File: src/inc/nco_consts.svh
`ifndef NCO_CONSTS_SVH
`define NCO_CONSTS_SVH
// ----------------------------------------------------------------
// widths
// ----------------------------------------------------------------
`define NCO_ACC_W        20
`define NCO_BYTE_W       8
`define NCO_UPPER_W      4
// ----------------------------------------------------------------
// clock source select codes
// ----------------------------------------------------------------
`define NCO_CKS_SYS      3'h0
`define NCO_CKS_HFOSC    3'h1
`define NCO_CKS_LC1      3'h2
`define NCO_CKS_LC4      3'h5
// ----------------------------------------------------------------
// reset values
// ----------------------------------------------------------------
`define NCO_ACC_RST      20'h00000
`define NCO_INC_RST      20'h00000
`define NCO_WIDTH_RST    8'h00
// ----------------------------------------------------------------
// increment buffer load delay, in selected clock edges after a write
// ----------------------------------------------------------------
`define NCO_LOAD_EDGES   2'h2
`endif

File: src/inc/nco_pkg.sv
package nco_pkg;
    // ----------------------------------------------------------------
    // types
    // ----------------------------------------------------------------
    typedef logic [19:0] nco_word_t;   // accumulator and increment word
    typedef enum logic [2:0] {
        NCO_LD_IDLE = 3'b001,          // no load pending
        NCO_LD_WAIT = 3'b010,          // low byte written, counting edges
        NCO_LD_DONE = 3'b100           // buffer loaded this edge
    } nco_load_e;
endpackage : nco_pkg

File: src/inc/nco_edge_if.sv
`timescale 1ns/100ps
`default_nettype none
// ----------------------------------------------------------------
// selected-clock edge info handed from source selector to core
// ----------------------------------------------------------------
interface nco_edge_if;
    logic tick;    // one-cycle pulse per rising edge of selected source
    logic hf_req;  // request oscillator stay awake in sleep
    modport src (output tick, output hf_req);
    modport dst (input tick, input hf_req);
endinterface : nco_edge_if
`default_nettype wire

File: src/rtl/nco_clk_sel.sv
`timescale 1ns/100ps
`default_nettype none
`include "nco_consts.svh"
// ----------------------------------------------------------------
// clock source selector: synchronise, pick, detect rising edge
// ----------------------------------------------------------------
module nco_clk_sel
    import nco_pkg::*;
(
    input  wire logic       i_clk_sys,
    input  wire logic       i_rst,
    input  wire logic       i_enable,     // module enable
    input  wire logic [2:0] i_cks,        // clock source select
    input  wire logic       i_hfosc,      // oscillator as slow square wave
    input  wire logic [3:0] i_lc,         // logic cell outputs
    nco_edge_if.src         edge_o
);
    logic [4:0] meta_r;   // first stage, read only by sync_r
    logic [4:0] sync_r;   // second stage
    logic       sel_r;    // selected level, previous cycle
    logic       sel_nxt;  // selected level now
    logic       tick_r;   // edge pulse

    // two-flop synchronisers for every asynchronous source
    always_ff @(posedge i_clk_sys or posedge i_rst) begin
        if (i_rst) begin
            meta_r <= 5'h00;
            sync_r <= 5'h00;
        end else begin
            meta_r <= {i_lc, i_hfosc};
            sync_r <= meta_r;
        end
    end

    // source mux; system clock gives an edge every second cycle
    always_comb begin
        sel_nxt = 1'b0;
        if (i_cks == `NCO_CKS_SYS) begin
            sel_nxt = ~sel_r;
        end else if (i_cks == `NCO_CKS_HFOSC) begin
            sel_nxt = sync_r[0];
        end else if (i_cks >= `NCO_CKS_LC1 && i_cks <= `NCO_CKS_LC4) begin
            sel_nxt = sync_r[3'(i_cks - `NCO_CKS_LC1) + 3'h1];
        end else begin
            sel_nxt = 1'b0;  // reserved codes give no edges
        end
    end

    // edge detect on the stable stage only
    always_ff @(posedge i_clk_sys or posedge i_rst) begin
        if (i_rst) begin
            sel_r  <= 1'b0;
            tick_r <= 1'b0;
        end else begin
            sel_r  <= sel_nxt;
            tick_r <= sel_nxt & ~sel_r;
        end
    end

    assign edge_o.tick   = tick_r;
    assign edge_o.hf_req = i_enable && (i_cks == `NCO_CKS_HFOSC);
endmodule : nco_clk_sel
`default_nettype wire

File: src/rtl/nco_top.sv
`timescale 1ns/100ps
`default_nettype none
`include "nco_consts.svh"
// Operation
// - 20-bit accumulator as three byte registers
// - each selected edge adds buffered increment
// - adder carry is raw overflow event
// - six selectable accumulator clock sources
// - source code decode, 110/111 reserved
// - increment stored as three byte registers
// - enabled: buffer loads second edge after
// - disabled: buffer loads right after write
// - increment buffer hidden from software
// - fixed duty: output toggles per overflow
// - mode bit picks fixed or pulse
// - pulse mode: active from edge after overflow
// - pulse width is two^field input periods
// - polarity bit inverts final output
// - polarity change raises interrupt when enabled
// - overflow sets interrupt flag
// - request needs all four enables set
// - reset clears every module register but o_pin_oe_n, which it sets high, and ld_st_r, which it loads with NCO_LD_IDLE
// - keeps running in sleep on source
// - oscillator held awake when selected, enabled
// - output to peripherals and optional pin
// - enable bit and output readback status
// - accumulator bytes readable and writable
module nco_top
    import nco_pkg::*;
(
    input  wire logic       i_clk_sys,
    input  wire logic       i_rst,
    // control bits
    input  wire logic       i_module_enable,
    input  wire logic       i_pulse_frequency_mode_select,
    input  wire logic       i_output_invert,
    input  wire logic [2:0] i_pulse_width_select,
    input  wire logic [2:0] i_clock_source_select,
    input  wire logic       i_pin_route_enable,
    // clock sources
    input  wire logic       i_high_freq_internal_osc,
    input  wire logic [3:0] i_logic_cell_output,
    input  wire logic       i_sleep,
    // byte write strobes and data
    input  wire logic [7:0] i_wdata,
    input  wire logic       i_wr_increment_low_byte,
    input  wire logic       i_wr_increment_high_byte,
    input  wire logic       i_wr_increment_upper_byte,
    input  wire logic       i_wr_accumulator_low_byte,
    input  wire logic       i_wr_accumulator_high_byte,
    input  wire logic       i_wr_accumulator_upper_byte,
    // interrupt control
    input  wire logic       i_overflow_irq_enable,
    input  wire logic       i_peripheral_irq_enable,
    input  wire logic       i_global_irq_enable,
    input  wire logic       i_clr_overflow_irq_flag,
    // readback
    output logic [7:0]      o_increment_low_byte,
    output logic [7:0]      o_increment_high_byte,
    output logic [7:0]      o_increment_upper_byte,
    output logic [7:0]      o_accumulator_low_byte,
    output logic [7:0]      o_accumulator_high_byte,
    output logic [7:0]      o_accumulator_upper_byte,
    output logic            o_output_readback,
    output logic            o_overflow_irq_flag,
    output logic            o_irq,
    // synthesized signal
    output logic            o_nco_out,
    output logic            o_pin_out,
    output logic            o_pin_oe_n,
    output logic            o_hfosc_keep_awake
);
    // ----------------------------------------------------------------
    // declarations
    // ----------------------------------------------------------------
    nco_edge_if edge_bus ();             // edge pulse from selector
    nco_word_t  acc_r;                   // accumulator
    nco_word_t  inc_r;                   // software-visible increment
    nco_word_t  incbuf_r;                // hidden double buffer
    logic [20:0] sum_nxt;                // full adder incl. carry
    logic       carry_nxt;               // raw overflow event
    logic       tick;                    // selected clock rising edge
    nco_load_e  ld_st_r;                 // buffer load sequencer
    logic [1:0] ld_cnt_r;                // edges seen since low write
    logic       tgl_r;                   // toggle flop
    logic       pls_r;                   // stretched pulse
    logic [7:0] width_cnt_r;             // pulse periods left
    logic       raw_out;                 // mode-selected, pre-polarity
    logic       final_nxt;               // after polarity
    logic       out_r;                   // registered final output
    logic       flag_r;                  // overflow flag
    logic       pol_r;                   // polarity last cycle
    logic       pol_irq;                 // polarity change event
    logic       inc_wr;                  // any increment write

    // ----------------------------------------------------------------
    // source selection and edge generation
    // ----------------------------------------------------------------
    nco_clk_sel u_clk_sel (
        .i_clk_sys (i_clk_sys),
        .i_rst     (i_rst),
        .i_enable  (i_module_enable),
        .i_cks     (i_clock_source_select),
        .i_hfosc   (i_high_freq_internal_osc),
        .i_lc      (i_logic_cell_output),
        .edge_o    (edge_bus.src)
    );

    // sleep does not gate the tick: the block follows its own source
    assign tick = edge_bus.tick & i_module_enable;

    // ----------------------------------------------------------------
    // adder
    // ----------------------------------------------------------------
    // width of sum keeps the carry apart from the wrapped remainder
    assign sum_nxt   = {1'b0, acc_r} + {1'b0, incbuf_r};
    assign carry_nxt = tick & sum_nxt[20];

    // ----------------------------------------------------------------
    // accumulator
    // ----------------------------------------------------------------
    // software write beats an add in the same cycle; undefined anyway
    always_ff @(posedge i_clk_sys or posedge i_rst) begin
        if (i_rst) begin
            acc_r <= `NCO_ACC_RST;
        end else if (i_wr_accumulator_low_byte) begin
            acc_r[7:0] <= i_wdata;
        end else if (i_wr_accumulator_high_byte) begin
            acc_r[15:8] <= i_wdata;
        end else if (i_wr_accumulator_upper_byte) begin
            acc_r[19:16] <= i_wdata[3:0];
        end else if (tick) begin
            acc_r <= sum_nxt[19:0];
        end
    end

    // ----------------------------------------------------------------
    // increment registers
    // ----------------------------------------------------------------
    always_ff @(posedge i_clk_sys or posedge i_rst) begin
        if (i_rst) begin
            inc_r <= `NCO_INC_RST;
        end else begin
            if (i_wr_increment_low_byte) begin
                inc_r[7:0] <= i_wdata;
            end
            if (i_wr_increment_high_byte) begin
                inc_r[15:8] <= i_wdata;
            end
            if (i_wr_increment_upper_byte) begin
                inc_r[19:16] <= i_wdata[3:0];
            end
        end
    end

    assign inc_wr = i_wr_increment_low_byte | i_wr_increment_high_byte
                  | i_wr_increment_upper_byte;

    // ----------------------------------------------------------------
    // buffer load sequencer
    // ----------------------------------------------------------------
    // relies on upper and high being written first when enabled
    always_ff @(posedge i_clk_sys or posedge i_rst) begin
        if (i_rst) begin
            ld_st_r  <= NCO_LD_IDLE;
            ld_cnt_r <= 2'h0;
        end else if (!i_module_enable) begin
            ld_st_r  <= NCO_LD_IDLE;  // disabled loads are immediate
            ld_cnt_r <= 2'h0;
        end else begin
            case (ld_st_r)
                NCO_LD_IDLE: begin
                    if (i_wr_increment_low_byte) begin
                        ld_st_r  <= NCO_LD_WAIT;
                        ld_cnt_r <= 2'h0;
                    end
                end
                NCO_LD_WAIT: begin
                    if (i_wr_increment_low_byte) begin
                        ld_cnt_r <= 2'h0;  // new write restarts the count
                    end else if (tick) begin
                        if (ld_cnt_r + 2'h1 == `NCO_LOAD_EDGES) begin
                            ld_st_r <= NCO_LD_DONE;
                        end
                        ld_cnt_r <= ld_cnt_r + 2'h1;
                    end
                end
                NCO_LD_DONE: begin
                    ld_st_r  <= i_wr_increment_low_byte ? NCO_LD_WAIT : NCO_LD_IDLE;
                    ld_cnt_r <= 2'h0;
                end
                default: begin
                    ld_st_r  <= NCO_LD_IDLE;
                    ld_cnt_r <= 2'h0;
                end
            endcase
        end
    end

    // ----------------------------------------------------------------
    // hidden increment buffer, no software path in or out
    // ----------------------------------------------------------------
    always_ff @(posedge i_clk_sys or posedge i_rst) begin
        if (i_rst) begin
            incbuf_r <= `NCO_INC_RST;
        end else if (!i_module_enable) begin
            if (inc_wr) begin
                incbuf_r <= inc_r;  // catches up the cycle after
            end else begin
                incbuf_r <= inc_r;  // keep in step while stopped
            end
        end else if (ld_st_r == NCO_LD_WAIT && tick && !i_wr_increment_low_byte
                     && ld_cnt_r + 2'h1 == `NCO_LOAD_EDGES) begin
            incbuf_r <= inc_r;  // all three bytes together
        end
    end

    // ----------------------------------------------------------------
    // fixed duty toggle
    // ----------------------------------------------------------------
    always_ff @(posedge i_clk_sys or posedge i_rst) begin
        if (i_rst) begin
            tgl_r <= 1'b0;
        end else if (!i_module_enable) begin
            tgl_r <= 1'b0;
        end else if (carry_nxt) begin
            tgl_r <= ~tgl_r;
        end
    end

    // ----------------------------------------------------------------
    // pulse stretcher
    // ----------------------------------------------------------------
    // goes active at the edge that overflows, i.e. the next sys edge
    // after it; width counts selected-clock periods
    always_ff @(posedge i_clk_sys or posedge i_rst) begin
        if (i_rst) begin
            pls_r       <= 1'b0;
            width_cnt_r <= `NCO_WIDTH_RST;
        end else if (!i_module_enable) begin
            pls_r       <= 1'b0;
            width_cnt_r <= `NCO_WIDTH_RST;
        end else if (carry_nxt) begin
            pls_r       <= 1'b1;
            width_cnt_r <= 8'(8'h01 << i_pulse_width_select);
        end else if (tick && pls_r) begin
            if (width_cnt_r == 8'h01) begin
                pls_r <= 1'b0;  // width expired
            end
            width_cnt_r <= width_cnt_r - 8'h01;
        end
    end

    // ----------------------------------------------------------------
    // output stages
    // ----------------------------------------------------------------
    assign raw_out   = i_pulse_frequency_mode_select ? pls_r : tgl_r;
    assign final_nxt = raw_out ^ i_output_invert;
    assign pol_irq   = (pol_r != i_output_invert) && i_overflow_irq_enable;

    always_ff @(posedge i_clk_sys or posedge i_rst) begin
        if (i_rst) begin
            out_r      <= 1'b0;
            pol_r      <= 1'b0;
            o_pin_out  <= 1'b0;
            o_pin_oe_n <= 1'b1;
        end else begin
            out_r      <= final_nxt;
            pol_r      <= i_output_invert;
            o_pin_out  <= final_nxt;
            o_pin_oe_n <= ~i_pin_route_enable;  // optional pin
        end
    end

    // ----------------------------------------------------------------
    // overflow flag; set wins over a clear in the same cycle
    // ----------------------------------------------------------------
    always_ff @(posedge i_clk_sys or posedge i_rst) begin
        if (i_rst) begin
            flag_r <= 1'b0;
        end else if (carry_nxt || pol_irq) begin
            flag_r <= 1'b1;
        end else if (i_clr_overflow_irq_flag) begin
            flag_r <= 1'b0;  // only software clears
        end
    end

    // ----------------------------------------------------------------
    // registered status and readback
    // ----------------------------------------------------------------
    always_ff @(posedge i_clk_sys or posedge i_rst) begin
        if (i_rst) begin
            o_irq                    <= 1'b0;
            o_overflow_irq_flag      <= 1'b0;
            o_output_readback        <= 1'b0;
            o_nco_out                <= 1'b0;
            o_hfosc_keep_awake       <= 1'b0;
            o_increment_low_byte     <= 8'h00;
            o_increment_high_byte    <= 8'h00;
            o_increment_upper_byte   <= 8'h00;
            o_accumulator_low_byte   <= 8'h00;
            o_accumulator_high_byte  <= 8'h00;
            o_accumulator_upper_byte <= 8'h00;
        end else begin
            o_irq <= flag_r && i_module_enable && i_overflow_irq_enable
                     && i_peripheral_irq_enable && i_global_irq_enable;
            o_overflow_irq_flag      <= flag_r;
            o_output_readback        <= out_r;
            o_nco_out                <= out_r;
            o_hfosc_keep_awake       <= edge_bus.hf_req && i_sleep;
            o_increment_low_byte     <= inc_r[7:0];
            o_increment_high_byte    <= inc_r[15:8];
            o_increment_upper_byte   <= {4'h0, inc_r[19:16]};
            o_accumulator_low_byte   <= acc_r[7:0];
            o_accumulator_high_byte  <= acc_r[15:8];
            o_accumulator_upper_byte <= {4'h0, acc_r[19:16]};
        end
    end
endmodule : nco_top
`default_nettype wire

File: config.mk
export PLATFORM = sky130hd
export DESIGN_NAME = nco_top
export DESIGN_NICKNAME = d
export VERILOG_FILES = /design/src/inc/nco_pkg.sv /design/src/inc/nco_edge_if.sv /design/src/rtl/nco_clk_sel.sv /design/src/rtl/nco_top.sv
export VERILOG_INCLUDE_DIRS = /design/src /design/src/inc
export SDC_FILE = /design/constraint.sdc
export NUM_CORES = 1
export LEC_CHECK = 0
export BUFFER_PORTS_ARGS = -buffer_cell sky130_fd_sc_hd__clkbuf_2
export CORE_ASPECT_RATIO = 0.75
export CORE_MARGIN = 2
export CORE_UTILIZATION = 55
export DETAILED_ROUTE_END_ITERATION = 8
export GPL_TIMING_DRIVEN = 0
export PLACE_DENSITY_LB_ADDON = 0.15
export SYNTH_ARGS = -nofsm -noshare
export SYNTH_HDL_FRONTEND = slang
export SYNTH_SLANG_ARGS = --single-unit
File: constraint.sdc
create_clock -name i_clk_sys -period 5 [get_ports i_clk_sys]
set_clock_uncertainty 0.1 [all_clocks]
set_input_delay 0.25 -clock i_clk_sys [delete_from_list [all_inputs] [get_ports i_clk_sys]]
set_output_delay 0.25 -clock i_clk_sys [all_outputs]
set_load 0.02 [all_outputs]
==> impl_metrics.yaml <==
run_status:
  status: "finished clean"
worst_setup_path:
  r2r-end: "width_cnt_r[5]"
  r2r_setup_slack_ps: 1810
  critPathArrivalTime_ps: 3440
  rr_startpoint: "acc_r[0]"
  cp-end-kind: "flop"
  reg2regPathDepth: 9
  crit_required_ps: 5240
  startpoint: "acc_r[0]"
  path_class: "reg2reg"
  crit_fanout: 5
  critPathLaunchType: "flop"
sta:
  worstMarginPinSlew_ps: 791
  finalWorstPathRequiredPeriod_ps: 3190
  fin_crit_sh_pct: 63.9
  slew_headroom_pct: 47.2
  tns_ps: 0
  drv_slew: 0
  worst_slack_ps: 1810
  hold_ws_ps: 26.3
  max_freq_mhz: 313
  finalSetupViolCount: 0
  hold_viol: 0
  rsz0062_at_grt: "false"
clock_network:
  path_clk_slew_ps: 50
  clock-root-buffer: "clkbuf_16"
  post_cts.repair.setup_buffers: 0
  tritoncts: "built"
  h-tree-depth: 4
  clockBufferDepth: 2
  cts_buffers: 17
  clkLatencyLatePin_ps: 410
  cts_num_sinks: 135
grt:
  grt_max_degree: 73
  track_usage_pct: 24.8
  top_usage_layer: "met1"
  grt_pass1_vias: 4389
  met1_usage_pct: 37.3
  met2_usage_pct: 35.5
  antenna_found_initial: 0
  grtUsageMet3_pct: 7.17
  grt_pass1_wl_um: 22900
  grt-ovfl-total: 0
placement:
  pre_cts_ws_ps: 1870
  dp_hpwl_um: 9910
  gp_congestion: 0.875
  port_buffers: 79
drt:
  ant_nets: 0
  drt_pass1_iterations: 4
  initialDrtViolationCount: 265
  wl_per_cell_um: 17.4
  drcViolationCount: 0
  via_per_inst: 5.58
  vias: 4505
  drt-total-wl_um: 14000
synthesis:
  ys_seq_area_share_pct: 54.5
  synth_top_family_by_area: "compound AO/OA/AOI/OAI gates"
  synth_edf_count: 0
  ys_ff_latch: 135
  synth_area_sq_um: 6200
  yosys.area_share.simple_pct: 11.6
  synthDistinctLibCells: 71
  netlist_instances: 538
  synth-compound-area-share_pct: 12.2
  synthXorXnorAreaFrac_pct: 2.26
  yosysWarnings: 0
  synthFlopType: "dfrtp_1"
  synth_fa_ha_area_share_pct: 5.77
  syn_area_per_cell_sq_um: 11.5
  synth.area.mux_share_pct: 9.89
  async_reset_ff_share_pct: 100
power:
  power.internal_mw: 2.52
  pwr-share-clk_pct: 34.4
  power.density_nw_per_um2: 488
  ir_drop_mv: 0.379
  p_switching_mw: 1.17
  p_comb_share_pct: 27.9
  fin_total_pwr_mw: 3.69
  swShare_pct: 31.8
  pwr-share-seq_pct: 37.6
  p_leak_nw: 3.52
floorplan:
  num_rows: 33
  die_y_um: 96.0
  dieArea_sq_um: 12200
  die_x_um: 127
  num_io_pins: 91
  start_util_pct: 56.7
  core_sq_um: 10900
job:
  drv_cap: 0
min_path:
  worstHoldStart: "i_sleep"
  hold_class: "in2reg"
  hold_path_depth: 2
  min_to: "o_hfosc_keep_awake"
finish:
  area_growth_pct: 21.9
  nNetsFinal: 719
  post_route_cells_drive_above_1_share_pct: 27.4
  nFillCells: 803
  diodes: 0
==> cell usage after synthesis (3+ instances only) <==
cell      number  area share, %
a21o_1         5           0.61
a21oi_1       35            2.8
a31oi_1        4           0.40
and3_1         4           0.40
and4_1         3           0.42
buf_4         10            1.2
clkbuf_1      14           0.85
dfrtp_1      133             54
ha_1          27            5.4
inv_1         18            1.1
mux2_2        40            7.3
mux2i_1       14            2.3
nand2_1       43            2.6
nand2b_1       4           0.40
nand3_1       15            1.2
nand4_1        3           0.30
nor2_1        25            1.5
nor2b_1        4           0.40
nor3_1        10           0.81
nor3b_1        5           0.61
o211ai_1       8           0.97
o21a_1         4           0.48
o21ai_0       31            2.5
o22ai_1        4           0.40
o31ai_1        4           0.48
or2_2          3           0.30
xnor2_1        9            1.3
xor2_1         7           0.99
==> timing repair <==
action / 4_1_cts / 5_1_grt
hold buffers: 11 / 0
gates resized for setup: 0 / 0
hold endpoints to repair: 72 / 0
==> layout by cell type, fill, tap and decap left out, types with 3 or more instances in the layout <==
cell type,synthesis,layout
clkbuf_2,1,80
nand3_1,15,15
nor2b_1,4,4
clkbuf_8,1,4
nand2_1,43,43
xor2_1,7,7
o21ai_0,31,31
clkbuf_16,0,17
o22ai_1,4,4
nand4_1,3,3
nor3_1,10,10
bufinv_16,0,3
o31ai_1,4,4
and3_1,4,4
dlygate4sd3_1,0,11
xnor2_1,9,9
mux2i_1,14,14
dfrtp_1,133,133
o21a_1,4,4
buf_4,10,10
nor3b_1,5,5
nand2b_1,4,4
clkbuf_1,14,15
a31oi_1,4,4
a21o_1,5,5
a21oi_1,35,35
nor2_1,25,25
clkinvlp_4,0,3
or2_2,3,3
o211ai_1,8,8
conb_1,1,8
mux2_2,40,40
ha_1,27,27
clkinv_4,0,3
and4_1,3,3
inv_1,18,17
==> routing by layer <==
| layer | routed length, um | vias to the layer above |
|---|---|---|
| met3 | 1030 | 12 |
| met5 | 0 | - |
| met2 | 5900 | 155 |
| li1 | - | 2163 |
| met4 | 132 | 0 |
| met1 | 6960 | 2175 |
==> cell families (layout without fill, tap and decap cells) <==
group | count (synthesis) | count (layout)
buf+inv | 46 | 169
other cells | 1 | 8
simple gates | 139 | 139
compound gates | 118 | 118
xor+xnor | 16 | 16
flops | 135 | 135
mux | 55 | 55
fa+ha+maj | 28 | 28
==> registers in the layout, summed over array words and instances (netlist names), 2 cells and up <==
name,flops
ld_cnt_r,2
o_accumulator_low_byte,8
o_increment_low_byte,8
width_cnt_r,8
o_accumulator_upper_byte,4
acc_r,20
o_increment_high_byte,8
o_accumulator_high_byte,8
u_clk_sel.sync_r,5
o_increment_upper_byte,4
ld_st_r,3
inc_r,20
u_clk_sel.meta_r,5
incbuf_r,20
==> area by class of cell <==
class	instances	area, sq um	area share (%)
Sequential cell	135	3380	44.7
Multi-Input combinational cell	364	2620	34.6
Timing Repair Buffer	91	533	7.05
Clock buffer	21	470	6.22
Tap cell	140	175	2.32
Buffer	28	161	2.13
Clock inverter	11	149	1.97
Inverter	18	72.6	0.960
==> power by group through the flow <==
stage	combinational (mW)	sequential [mW]	clock, mW
6_report	1.03	1.39	1.27
5_1_grt	1.14	1.41	1.35
4_1_cts	1.02	1.39	1.29
3_5_place_dp	1.01	1.40	0
3_3_place_gp	0.981	1.40	0
2_1_floorplan	0.680	1.45	0
==> through the flow <==
stage	cells	instance area, sq um	utilization [%]
floorplan	545	6230	-
finish	808	7560	69.1
CTS	808	7560	69.1
global placement	764	6800	62.1
global route	808	7560	69.1
detailed placement	765	6830	62.4
==> worst max-delay path, stage by stage (launching register included) <==
cell and delay (ps):
dfrtp_1 400, ha_1 240, fa_1 470, a211oi_2 290, o211ai_2 220, a2111oi_4 500
o311ai_1 200, or4_1 480, o21ai_1 90, a21o_1 130
==> how the worst max path moves through the flow <==
stage | end | slack [ps] | cells after the start
final | width_cnt_r[5] | 1810 | 9
after global routing | width_cnt_r[5] | 1610 | 9
after CTS | width_cnt_r[5] | 1840 | 9
after detailed placement | width_cnt_r[5] | 1870 | 9
after global placement | o_increment_low_byte[2] | -170 | 2
after floorplan | acc_r[0] | 1040 | 1
No activity file was read; power rests on OpenSTA's default activity.
